## src/gcp_defines.vh

```
`ifndef GCP_DEFINES_VH
`define GCP_DEFINES_VH

// =====================================================================
// register offsets, per counter (counter n at n * GCP_CTR_STRIDE)
`define GCP_CTR_STRIDE 8'h40
`define GCP_OFS_CFG 6'h00
`define GCP_OFS_START 6'h04
`define GCP_OFS_DURA 6'h08
`define GCP_OFS_DURB 6'h0C
`define GCP_OFS_DURC 6'h10
`define GCP_OFS_DURD 6'h14
`define GCP_OFS_STEP 6'h18
`define GCP_OFS_CMD 6'h1C
`define GCP_OFS_COUNT 6'h20
`define GCP_OFS_STAT 6'h24
`define GCP_OFS_INTSTAT 8'h80
`define GCP_OFS_INTMASK 8'h84

// =====================================================================
// configuration word fields
`define GCP_CFG_W 18
`define GCP_SRC 4:0
`define GCP_EDGE 5
`define GCP_GATE 10:6
`define GCP_GSENSE 11
`define GCP_APP 13:12
`define GCP_DIR 15:14
`define GCP_OMODE 16
`define GCP_OSENSE 17
`define GCP_CFG_RST 18'h00000

// =====================================================================
// source codes: 0..9 pins, 10..16 triggers, then these
`define GCP_SRC_FAST 5'h11
`define GCP_SRC_SLOW 5'h12
`define GCP_SRC_COMP_TC 5'h13
// gate codes: 0..9 pins, 10..16 triggers, then these
`define GCP_GATE_ACQ_BEGIN 5'h11
`define GCP_GATE_ACQ_END 5'h12
`define GCP_GATE_COMP_OUT 5'h13
`define GCP_SEL_LAST 5'h13

// applications
`define GCP_APP_PLAIN_TALLY 2'h0
`define GCP_APP_STORED_TALLY 2'h1
`define GCP_APP_PULSE_TRAIN 2'h2
`define GCP_APP_FSK 2'h3

// direction control
`define GCP_DIR_SW_UP 2'h0
`define GCP_DIR_SW_DOWN 2'h1
`define GCP_DIR_LINE 2'h2

// command bits
`define GCP_CMD_PREPARE 0
`define GCP_CMD_ARM 1
`define GCP_CMD_PROGRAM 2
`define GCP_CMD_RESET 3
`define GCP_CMD_UP 4
`define GCP_CMD_DOWN 5

// =====================================================================
// timing
`define GCP_CLK_PS 4000
`define GCP_FAST_PS 50000
`define GCP_SLOW_PS 10000000
`define GCP_FAST_DIV (`GCP_FAST_PS / `GCP_CLK_PS)
`define GCP_SLOW_DIV (`GCP_SLOW_PS / `GCP_CLK_PS)

`define GCP_MIN_DUR 24'h000002
`define GCP_CNT_MAX 24'hFFFFFF
`define GCP_PIO_DIR0 6
`define GCP_PIO_DIR1 7

`endif

```

## src/gcp_counter_top.v

```verilog
// Overview of operation
// - each counter counts transitions of one selected source: pin, trigger, timebase or companion tc.
// - the edge select picks rising or falling transitions of a selected pin or trigger source.
// - each counter takes its gate from a pin, trigger, acquisition trigger or companion output.
// - the gate sense select inverts the gate where the application uses it.
// - tallies start from a programmable 24-bit starting value.
// - generation uses programmable 24-bit durations a/b, plus c/d in fsk, each at least two.
// - in fsk, durations a/b serve one gate state and c/d the other.
// - each reload of duration a adds the 8-bit reload step to the stored a.
// - direction control applies only to plain and stored event tallies, by software or line.
// - default is software direction counting up; software-down starts counting down.
// - up and down commands change direction while counting under software control.
// - line-driven direction uses io line 6 for counter 0 and 7 for counter 1, low means down.
// - the output toggles on each terminal count, or strobes once in strobe mode.
// - output sense normal rests low, inverted rests high.
// - commands are prepare, arm, prepare then arm, reset, count up and count down.
//
// Decided for this implementation: the APB slave port and the register offsets.
`include "gcp_defines.vh"
`timescale 1ns/1ps
`default_nettype none

module gcp_counter_top #(
    parameter FAST_DIV = `GCP_FAST_DIV,
    parameter SLOW_DIV = `GCP_SLOW_DIV
) (
    input wire clock,
    input wire reset,
    input wire psel,
    input wire penable,
    input wire pwrite,
    input wire [7:0] paddr,
    input wire [31:0] pwdata,
    output wire pready,
    output reg [31:0] prdata,
    output wire pslverr,
    input wire [9:0] connectorPin,
    input wire [6:0] triggerLine,
    input wire acquisitionBeginTrigger,
    input wire acquisitionEndTrigger,
    input wire [7:0] parallelIoLine,
    output wire [1:0] counterOut,
    output wire [1:0] terminalCount,
    output wire irq
);
    // =================================================================
    // pin synchronisation
    wire [26:0] syncIn;
    wire [26:0] syncOut;
    wire [9:0] pinS;
    wire [6:0] trigS;
    wire acqBeginS;
    wire acqEndS;
    wire [7:0] pioS;

    assign syncIn = {parallelIoLine, acquisitionEndTrigger, acquisitionBeginTrigger,
                     triggerLine, connectorPin};
    assign pinS = syncOut[9:0];
    assign trigS = syncOut[16:10];
    assign acqBeginS = syncOut[17];
    assign acqEndS = syncOut[18];
    assign pioS = syncOut[26:19];

    gcp_sync #(
        .WIDTH(27)
    ) pinSync (
        .clock(clock),
        .reset(reset),
        .async(syncIn),
        .synced(syncOut)
    );

    // =================================================================
    // internal timebases, one-cycle ticks
    reg [15:0] fastDiv_q;
    reg [15:0] slowDiv_q;
    wire fastTick;
    wire slowTick;

    assign fastTick = (fastDiv_q == FAST_DIV[15:0] - 16'h0001);
    assign slowTick = (slowDiv_q == SLOW_DIV[15:0] - 16'h0001);

    always @(posedge clock or posedge reset) begin
        if (reset) begin
            fastDiv_q <= 16'h0000;
            slowDiv_q <= 16'h0000;
        end else begin
            fastDiv_q <= fastTick ? 16'h0000 : fastDiv_q + 16'h0001;
            slowDiv_q <= slowTick ? 16'h0000 : slowDiv_q + 16'h0001;
        end
    end

    // =================================================================
    // apb decode
    wire setup;
    wire wrAcc;
    wire [1:0] tcW;
    wire [1:0] outW;
    wire [1:0] hitW;
    wire [31:0] rd0W;
    wire [31:0] rd1W;
    reg [1:0] intStat_q;
    reg [1:0] intMask_q;
    reg err_q;
    reg [31:0] rdSel;
    reg hitSel;

    assign setup = psel & ~penable;
    assign wrAcc = psel & penable & pwrite;
    assign pready = psel & penable;
    assign pslverr = psel & penable & err_q;
    assign terminalCount = tcW;
    assign counterOut = outW;
    assign irq = |(intStat_q & intMask_q);

    always @* begin
        rdSel = 32'h00000000;
        hitSel = 1'b1;
        if (paddr == `GCP_OFS_INTSTAT) begin
            rdSel = {30'h00000000, intStat_q};
        end else if (paddr == `GCP_OFS_INTMASK) begin
            rdSel = {30'h00000000, intMask_q};
        end else if (hitW[0]) begin
            rdSel = rd0W;
        end else if (hitW[1]) begin
            rdSel = rd1W;
        end else begin
            hitSel = 1'b0;
        end
    end

    // read data registered at setup, so access needs no wait state
    always @(posedge clock or posedge reset) begin
        if (reset) begin
            prdata <= 32'h00000000;
            err_q <= 1'b0;
        end else if (setup) begin
            prdata <= pwrite ? 32'h00000000 : rdSel;
            err_q <= ~hitSel;
        end
    end

    // sticky flags: a new terminal count wins over a clearing write
    always @(posedge clock or posedge reset) begin
        if (reset) begin
            intStat_q <= 2'h0;
            intMask_q <= 2'h0;
        end else begin
            if (wrAcc && paddr == `GCP_OFS_INTMASK) begin
                intMask_q <= pwdata[1:0];
            end
            if (wrAcc && paddr == `GCP_OFS_INTSTAT) begin
                intStat_q <= (intStat_q & ~pwdata[1:0]) | tcW;
            end else begin
                intStat_q <= intStat_q | tcW;
            end
        end
    end

    // =================================================================
    // the two counters
    genvar i;
    generate
        for (i = 0; i < 2; i = i + 1) begin : ctr
            reg [`GCP_CFG_W-1:0] cfg_q;
            reg [23:0] start_q;
            reg [23:0] durA_q;
            reg [23:0] durB_q;
            reg [23:0] durC_q;
            reg [23:0] durD_q;
            reg [7:0] step_q;
            reg [`GCP_CFG_W-1:0] aCfg_q;
            reg [23:0] aA_q;
            reg [23:0] aB_q;
            reg [23:0] aC_q;
            reg [23:0] aD_q;
            reg [7:0] aStep_q;
            reg [23:0] cnt_q;
            reg armed_q;
            reg dirUp_q;
            reg phase_q;
            reg outLvl_q;
            reg tc_q;
            reg outPin_q;
            reg srcPrev_q;
            reg [31:0] rd;
            wire [5:0] ofs;
            wire sel;
            wire wr;
            wire [5:0] cmd;
            wire [19:0] srcVec;
            wire [19:0] gateVec;
            wire [4:0] srcCode;
            wire [4:0] gateCode;
            wire srcSig;
            wire edgeHit;
            wire gateAct;
            wire isTally;
            wire up;
            wire step;
            wire tcNow;
            wire [23:0] lowDur;
            wire [23:0] highDur;
            wire useAB;

            assign ofs = paddr[5:0];
            assign sel = (paddr[7:6] == i[1:0]) && (ofs <= `GCP_OFS_STAT) && (ofs[1:0] == 2'h0);
            assign hitW[i] = sel;
            assign wr = wrAcc & sel;
            assign cmd = (wr && ofs == `GCP_OFS_CMD) ? pwdata[5:0] : 6'h00;

            // source and gate selection
            assign srcVec = {tcW[1-i], slowTick, fastTick, trigS, pinS};
            assign gateVec = {outW[1-i], acqEndS, acqBeginS, trigS, pinS};
            assign srcCode = aCfg_q[`GCP_SRC];
            assign gateCode = aCfg_q[`GCP_GATE];
            assign srcSig = (srcCode <= `GCP_SEL_LAST) ? srcVec[srcCode] : 1'b0;
            // timebase and companion tc are already one-cycle events
            assign edgeHit = (srcCode >= `GCP_SRC_FAST) ? srcSig :
                             aCfg_q[`GCP_EDGE] ? (~srcSig & srcPrev_q) :
                             (srcSig & ~srcPrev_q);
            assign gateAct = ((gateCode <= `GCP_SEL_LAST) ? gateVec[gateCode] : 1'b0)
                             ^ aCfg_q[`GCP_GSENSE];

            // direction only matters for tallies
            assign isTally = (aCfg_q[`GCP_APP] == `GCP_APP_PLAIN_TALLY) ||
                             (aCfg_q[`GCP_APP] == `GCP_APP_STORED_TALLY);
            assign up = (aCfg_q[`GCP_DIR] == `GCP_DIR_LINE) ?
                        pioS[(i == 0) ? `GCP_PIO_DIR0 : `GCP_PIO_DIR1] : dirUp_q;
            assign step = armed_q & edgeHit & (isTally ? gateAct : 1'b1);

            // fsk picks the duration pair by gate state
            assign useAB = (aCfg_q[`GCP_APP] != `GCP_APP_FSK) | gateAct;
            assign lowDur = useAB ? aA_q : aC_q;
            assign highDur = useAB ? aB_q : aD_q;

            assign tcNow = step & (isTally ? (up ? (cnt_q == `GCP_CNT_MAX) : (cnt_q == 24'h000000))
                                            : (cnt_q <= 24'h000001));

            assign tcW[i] = tc_q;
            assign outW[i] = outPin_q;

            always @* begin
                rd = 32'h00000000;
                case (ofs)
                    `GCP_OFS_CFG: rd = {14'h0000, cfg_q};
                    `GCP_OFS_START: rd = {8'h00, start_q};
                    `GCP_OFS_DURA: rd = {8'h00, durA_q};
                    `GCP_OFS_DURB: rd = {8'h00, durB_q};
                    `GCP_OFS_DURC: rd = {8'h00, durC_q};
                    `GCP_OFS_DURD: rd = {8'h00, durD_q};
                    `GCP_OFS_STEP: rd = {24'h000000, step_q};
                    `GCP_OFS_COUNT: rd = {8'h00, cnt_q};
                    `GCP_OFS_STAT: rd = {28'h0000000, outPin_q, phase_q, up, armed_q};
                    default: rd = 32'h00000000;
                endcase
            end

            // parameter staging; writes land any time but take hold at prepare
            always @(posedge clock or posedge reset) begin
                if (reset) begin
                    cfg_q <= `GCP_CFG_RST;
                    start_q <= 24'h000000;
                    durA_q <= `GCP_MIN_DUR;
                    durB_q <= `GCP_MIN_DUR;
                    durC_q <= `GCP_MIN_DUR;
                    durD_q <= `GCP_MIN_DUR;
                    step_q <= 8'h00;
                end else if (wr) begin
                    case (ofs)
                        `GCP_OFS_CFG: cfg_q <= pwdata[`GCP_CFG_W-1:0];
                        `GCP_OFS_START: start_q <= pwdata[23:0];
                        // durations below two are raised to two
                        `GCP_OFS_DURA: durA_q <= (pwdata[23:0] < `GCP_MIN_DUR) ? `GCP_MIN_DUR : pwdata[23:0];
                        `GCP_OFS_DURB: durB_q <= (pwdata[23:0] < `GCP_MIN_DUR) ? `GCP_MIN_DUR : pwdata[23:0];
                        `GCP_OFS_DURC: durC_q <= (pwdata[23:0] < `GCP_MIN_DUR) ? `GCP_MIN_DUR : pwdata[23:0];
                        `GCP_OFS_DURD: durD_q <= (pwdata[23:0] < `GCP_MIN_DUR) ? `GCP_MIN_DUR : pwdata[23:0];
                        `GCP_OFS_STEP: step_q <= pwdata[7:0];
                        default: step_q <= step_q;
                    endcase
                end
            end

            // counting engine
            always @(posedge clock or posedge reset) begin
                if (reset) begin
                    aCfg_q <= `GCP_CFG_RST;
                    aA_q <= `GCP_MIN_DUR;
                    aB_q <= `GCP_MIN_DUR;
                    aC_q <= `GCP_MIN_DUR;
                    aD_q <= `GCP_MIN_DUR;
                    aStep_q <= 8'h00;
                    cnt_q <= 24'h000000;
                    armed_q <= 1'b0;
                    dirUp_q <= 1'b1;
                    phase_q <= 1'b0;
                    outLvl_q <= 1'b0;
                    tc_q <= 1'b0;
                    outPin_q <= 1'b0;
                    srcPrev_q <= 1'b0;
                end else begin
                    srcPrev_q <= srcSig;
                    tc_q <= tcNow;
                    if (cmd[`GCP_CMD_RESET]) begin
                        armed_q <= 1'b0;
                        phase_q <= 1'b0;
                        outLvl_q <= 1'b0;
                    end else if (cmd[`GCP_CMD_PREPARE] | cmd[`GCP_CMD_PROGRAM]) begin
                        // staged set copied only here, so mid-run edits cannot tear
                        aCfg_q <= cfg_q;
                        aA_q <= durA_q;
                        aB_q <= durB_q;
                        aC_q <= durC_q;
                        aD_q <= durD_q;
                        aStep_q <= step_q;
                        dirUp_q <= (cfg_q[`GCP_DIR] != `GCP_DIR_SW_DOWN);
                        phase_q <= 1'b0;
                        outLvl_q <= 1'b0;
                        cnt_q <= (cfg_q[`GCP_APP] == `GCP_APP_PLAIN_TALLY ||
                                  cfg_q[`GCP_APP] == `GCP_APP_STORED_TALLY) ? start_q : durA_q;
                        armed_q <= cmd[`GCP_CMD_PROGRAM];
                    end else begin
                        if (cmd[`GCP_CMD_ARM]) begin
                            armed_q <= 1'b1;
                        end
                        if (isTally && aCfg_q[`GCP_DIR] != `GCP_DIR_LINE) begin
                            if (cmd[`GCP_CMD_UP]) begin
                                dirUp_q <= 1'b1;
                            end else if (cmd[`GCP_CMD_DOWN]) begin
                                dirUp_q <= 1'b0;
                            end
                        end
                        if (step) begin
                            if (isTally) begin
                                cnt_q <= up ? cnt_q + 24'h000001 : cnt_q - 24'h000001;
                            end else if (tcNow) begin
                                phase_q <= ~phase_q;
                                if (phase_q) begin
                                    cnt_q <= lowDur;
                                    if (useAB) begin
                                        aA_q <= aA_q + {16'h0000, aStep_q};
                                    end
                                end else begin
                                    cnt_q <= highDur;
                                end
                            end else begin
                                cnt_q <= cnt_q - 24'h000001;
                            end
                        end
                        if (tcNow) begin
                            outLvl_q <= ~outLvl_q;
                        end
                    end
                    outPin_q <= (aCfg_q[`GCP_OMODE] ? tc_q : outLvl_q)
                                ^ aCfg_q[`GCP_OSENSE];
                end
            end
        end
    endgenerate

    assign rd0W = ctr[0].rd;
    assign rd1W = ctr[1].rd;
endmodule // gcp_counter_top

`default_nettype wire

```

## src/gcp_sync.v

```verilog
`timescale 1ns/1ps
`default_nettype none

// =====================================================================
// three-stage synchroniser; output moves once stages two and three agree
module gcp_sync #(
    parameter WIDTH = 1
) (
    input wire clock,
    input wire reset,
    input wire [WIDTH-1:0] async,
    output reg [WIDTH-1:0] synced
);
    reg [WIDTH-1:0] s1_q;
    reg [WIDTH-1:0] s2_q;
    reg [WIDTH-1:0] s3_q;
    integer k;

    always @(posedge clock or posedge reset) begin
        if (reset) begin
            s1_q <= {WIDTH{1'b0}};
            s2_q <= {WIDTH{1'b0}};
            s3_q <= {WIDTH{1'b0}};
            synced <= {WIDTH{1'b0}};
        end else begin
            s1_q <= async;
            s2_q <= s1_q;
            s3_q <= s2_q;
            // filters a one-stage glitch at the cost of one more cycle
            for (k = 0; k < WIDTH; k = k + 1) begin
                if (s2_q[k] == s3_q[k]) begin
                    synced[k] <= s3_q[k];
                end
            end
        end
    end
endmodule // gcp_sync

`default_nettype wire

```

## config.mk

```make
export PLATFORM = sky130hd
export DESIGN_NAME = gcp_counter_top
export DESIGN_NICKNAME = d
export VERILOG_FILES = /design/src/gcp_counter_top.v /design/src/gcp_sync.v
export VERILOG_INCLUDE_DIRS = /design/src
export SDC_FILE = /design/constraint.sdc
export NUM_CORES = 2
export LEC_CHECK = 0
export ABC_AREA = 1
export BUFFER_PORTS_ARGS = -buffer_cell sky130_fd_sc_hd__buf_2
export CORE_UTILIZATION = 40
export DETAILED_ROUTE_END_ITERATION = 6
export PLACE_DENSITY_LB_ADDON = 0.25
export SYNTH_ARGS = -nofsm -noshare
export SYNTH_HDL_FRONTEND = slang
export SYNTH_SLANG_ARGS = --single-unit
```

## constraint.sdc

```tcl
create_clock -name clock -period 34.8 [get_ports clock]
set_clock_uncertainty 0.2 [all_clocks]
set_input_delay 6.96 -clock clock [delete_from_list [all_inputs] [get_ports clock]]
set_output_delay 6.96 -clock clock [all_outputs]
set_load 0.02 [all_outputs]
```

==> reports/qor.yml <==
setup_path:
  cp_data_required_time_ns: 27.64
  worst_path_max_delay_cell: "buf_2"
  cp_cell_sequence: "buf_2, nand2_1, nor2_1, buf_2"
  cp_max_fo: 3
  critical_path_arrival_ns: 7.38
  critPathKind: "primary input to primary output"
  crit_top_cell: "buf_2"
  worstSetupStartpointType: "primary input"
  crit_path_max_incr_delay_ns: 0.17
  critical_path_buf_inv_count: 2
  path_delay_family: "buffers and inverters"
  endpoint_kind: "primary output"
layout:
  final_common_cell: "nand2_1"
  drive_gt1_share_pct: 9.294
  layoutNonFillerInstCount: 6438
  syn2layout_area_growth_pct: 10.98
  finalInstanceArea_um2: 43830
  final_cell_mix: "nand2_1, dfrtp_1, inv_1, o21ai_0, nand3_1"
  layout.nets: 5186
route:
  viasPerCell: 5.639
  via_count: 36300
  drt-initial-drc-count: 4146
  wl_mm: 151.7
  avgRoutedWirePerCell_um: 23.57
  antenna_left: 0
  drt_first_pass_iters: 7
  drc: 10
floorplanning:
  core_area_um2: 97280
  dieHeight_um: 316.2
  die_x_um: 316.2
  ios: 111
  core.rowCount: 114
  initial_utilization_pct: 40.60
  dieArea_um2: 99990
synthesis:
  ys_seq_elements: 743
  synth_flop_cell: "dfrtp_1"
  yosys_warnings: 0
  postSynthAreaPerCell_um2: 7.695
  synth_cell_types: 61
  syn_inst: 5132
  mappedNetlistArea_um2: 39490
  synth_edf_count: 0
  synthArstFlopShare_pct: 100.0
  synth-seq-area-share_pct: 47.14
clocking:
  cts-root-buf: "clkbuf_16"
  ctsHoldBuffers: 0
  cts_tree: "yes"
  cts_buffers: 82
  clock_latency_ns: 0.66
  ctsHtreeMaxLevel: 3
  cts_resized: 0
  cts.sinks: 743
  cts_buffer_depth: 3
  clkTransAtPathRegs_ns: 0.06
  cts_setup_buffers: 0
sta:
  finalCriticalPeriod_ns: 14.54
  hold-worst-slack_ns: 0.1415
  max-slew-margin-rel_pct: 12.29
  rsz0062_at_grt: "false"
  clock.fmax_ghz: 0.06876
  final_max_slew_viol_count: 0
  setup_violations: 0
  tns_ns: 0
  hold_viol_final: 0
  worst_slew_pin_slew_ns: 1.311
  post-route-period-util_pct: 41.79
power_and_ir_drop:
  peakVddDrop_mv: 0.03008
  p_leak_nw: 21.15
  p_sw_share_pct: 24.55
  power_mw: 1.914
  p_sw_uw: 469.8
  seqPwrFrac_pct: 46.3
  cellPowerDensity_nw_per_um2: 43.67
  comb_power_share_pct: 4.9
  internal_power_mw: 1.444
  clock_power_share_pct: 48.8
placed_design:
  dp_cells: 6280
  place_congestion: 1.037
  postPlaceCellArea_um2: 40940
  dp.final_hpwl_mm: 100.9
  io_buffers: 88
global_route:
  grt_pass1_wl_mm: 225.7
  grt_overflow: 0
  grt_busiest_layer: "met2"
  grt_pass1_vias: 33630
  track_usage_pct: 30.47
  grt_use_met2_pct: 45.30
  grt_start_max_net_pins: 165
  grt_util_met3_pct: 7.691
  grt_antenna_before_repair: 8
  met1_usage_pct: 42.60
flow_run:
  cap_violations: 0
outcome:
  status: "finished with violations"
  violations: "design-rule violations"
min_path:
  hold_path.class: "flop to flop"
==> metal layers <==
layer	wire length [µm]	part of all wire, %	up-vias
li1	-	-	16690
met1	64160	42	17480
met2	64840	43	1799
met3	16340	11	332
met4	6381	4.2	0
met5	0	0	-
==> kinds of logic after synthesis <==
| logic type | count (synthesis) | share of synthesized area (%) |
|---|---|---|
| simple gates | 2107 | 22.56 |
| compound gates | 1134 | 15.76 |
| buf+inv | 956 | 9.524 |
| flops | 743 | 47.14 |
| xor+xnor | 78 | 1.730 |
| mux | 66 | 1.882 |
| fa+ha+maj | 47 | 1.394 |
| other cells | 1 | 0.009496 |
==> cell usage after synthesis, types with 10 or more instances <==
| master | count | area share [%] |
|---|---|---|
| inv_2 | 19 | 0.18 |
| o21ai_0 | 609 | 7.7 |
| nand2_1 | 1288 | 12 |
| nor2_1 | 284 | 2.7 |
| o21a_1 | 11 | 0.21 |
| nor2_2 | 11 | 0.17 |
| ha_1 | 24 | 0.76 |
| xor2_1 | 68 | 1.5 |
| o22ai_1 | 81 | 1.3 |
| dfstp_2 | 18 | 1.2 |
| o21ai_1 | 64 | 0.81 |
| nand3_1 | 321 | 4.1 |
| mux2_2 | 66 | 1.9 |
| a21oi_1 | 239 | 3.0 |
| buf_4 | 20 | 0.38 |
| nand3b_1 | 18 | 0.34 |
| a31oi_1 | 12 | 0.19 |
| maj3_1 | 21 | 0.53 |
| a221oi_1 | 42 | 0.93 |
| o2111ai_1 | 13 | 0.29 |
| xnor2_1 | 10 | 0.22 |
| nor3_1 | 49 | 0.62 |
| dfrtp_1 | 725 | 46 |
| o211ai_1 | 18 | 0.34 |
| inv_1 | 629 | 6.0 |
| clkbuf_1 | 193 | 1.8 |
| buf_2 | 75 | 0.95 |
| nand4_1 | 81 | 1.3 |
| nor4_1 | 20 | 0.32 |
==> path summary, 6_finish.rpt <==
check	cells past startpoint	from	slack, ns	to
min reg2reg	0	pinSync.s1_q[9]	0.14	pinSync.s2_q[9]
min	0	pinSync.s1_q[9]	0.14	pinSync.s2_q[9]
min in group asynchronous	2	reset	6.28	fastDiv_q[6]
max reg2reg	16	ctr[1].aCfg_q[6]	30.45	ctr[1].cnt_q[11]
max	4	penable	20.26	pslverr
max in group asynchronous	4	reset	25.64	ctr[1].aB_q[18]
==> layout make-up <==
cell class,count,area (µm²)
Sequential cell,743,18620
Multi-Input combinational cell,3440,17230
Timing Repair Buffer,163,1016
Tap cell,1276,1597
Clock inverter,34,432.9
Fill cell,9787,53450
Inverter,658,2481
Clock buffer,116,2432
Antenna cell,8,20.02
==> sequential cells by signal, summed over array words and instances, names as in the netlist, 21 cells and up <==
register        cells
ctr.aD_q           48
ctr.cfg_q          36
ctr.durA_q         48
ctr.durC_q         48
ctr.start_q        48
ctr.durB_q         48
ctr.aA_q           48
pinSync.s1_q       21
pinSync.s3_q       21
ctr.cnt_q          48
prdata             24
ctr.aC_q           48
ctr.durD_q         48
pinSync.synced     21
pinSync.s2_q       21
ctr.aB_q           48
ctr.aCfg_q         36
==> worst reg2reg max path, cell delays in order, from the launching register on <==
cell and delay, ns:
dfrtp_1 0.50, inv_1 0.33, nor2_1 0.09, o22ai_1 0.25, nand3_1 0.10, nand2_1 0.09, nand3_1 0.07, nand2_1 0.06
buf_4 0.47, nand2_1 0.20, nand2_1 0.36, inv_2 0.10, o21ai_4 0.66, buf_4 0.43, a21oi_1 0.17, nand2_1 0.10
nand2_1 0.04
==> power by group through the flow <==
stage / clock (mW) / combinational, mW / sequential [mW]
floorplan: 0 / 0.0575 / 0.897
global placement: 0 / 0.0912 / 0.902
detailed placement: 0 / 0.0915 / 0.902
CTS: 0.946 / 0.0918 / 0.886
global route: 0.980 / 0.102 / 0.887
finish: 0.934 / 0.0934 / 0.886
==> metrics by stage <==
| stage | util (%) | setup WS, ns |
|---|---|---|
| after floorplan | - | 6.820 |
| after global placement | 42.09 | 20.27 |
| after detailed placement | 42.09 | 20.26 |
| after CTS | 45.03 | 20.26 |
| after global routing | 45.04 | 20.23 |
| final | 45.05 | 20.26 |
No activity file was read; power rests on OpenSTA's default activity.
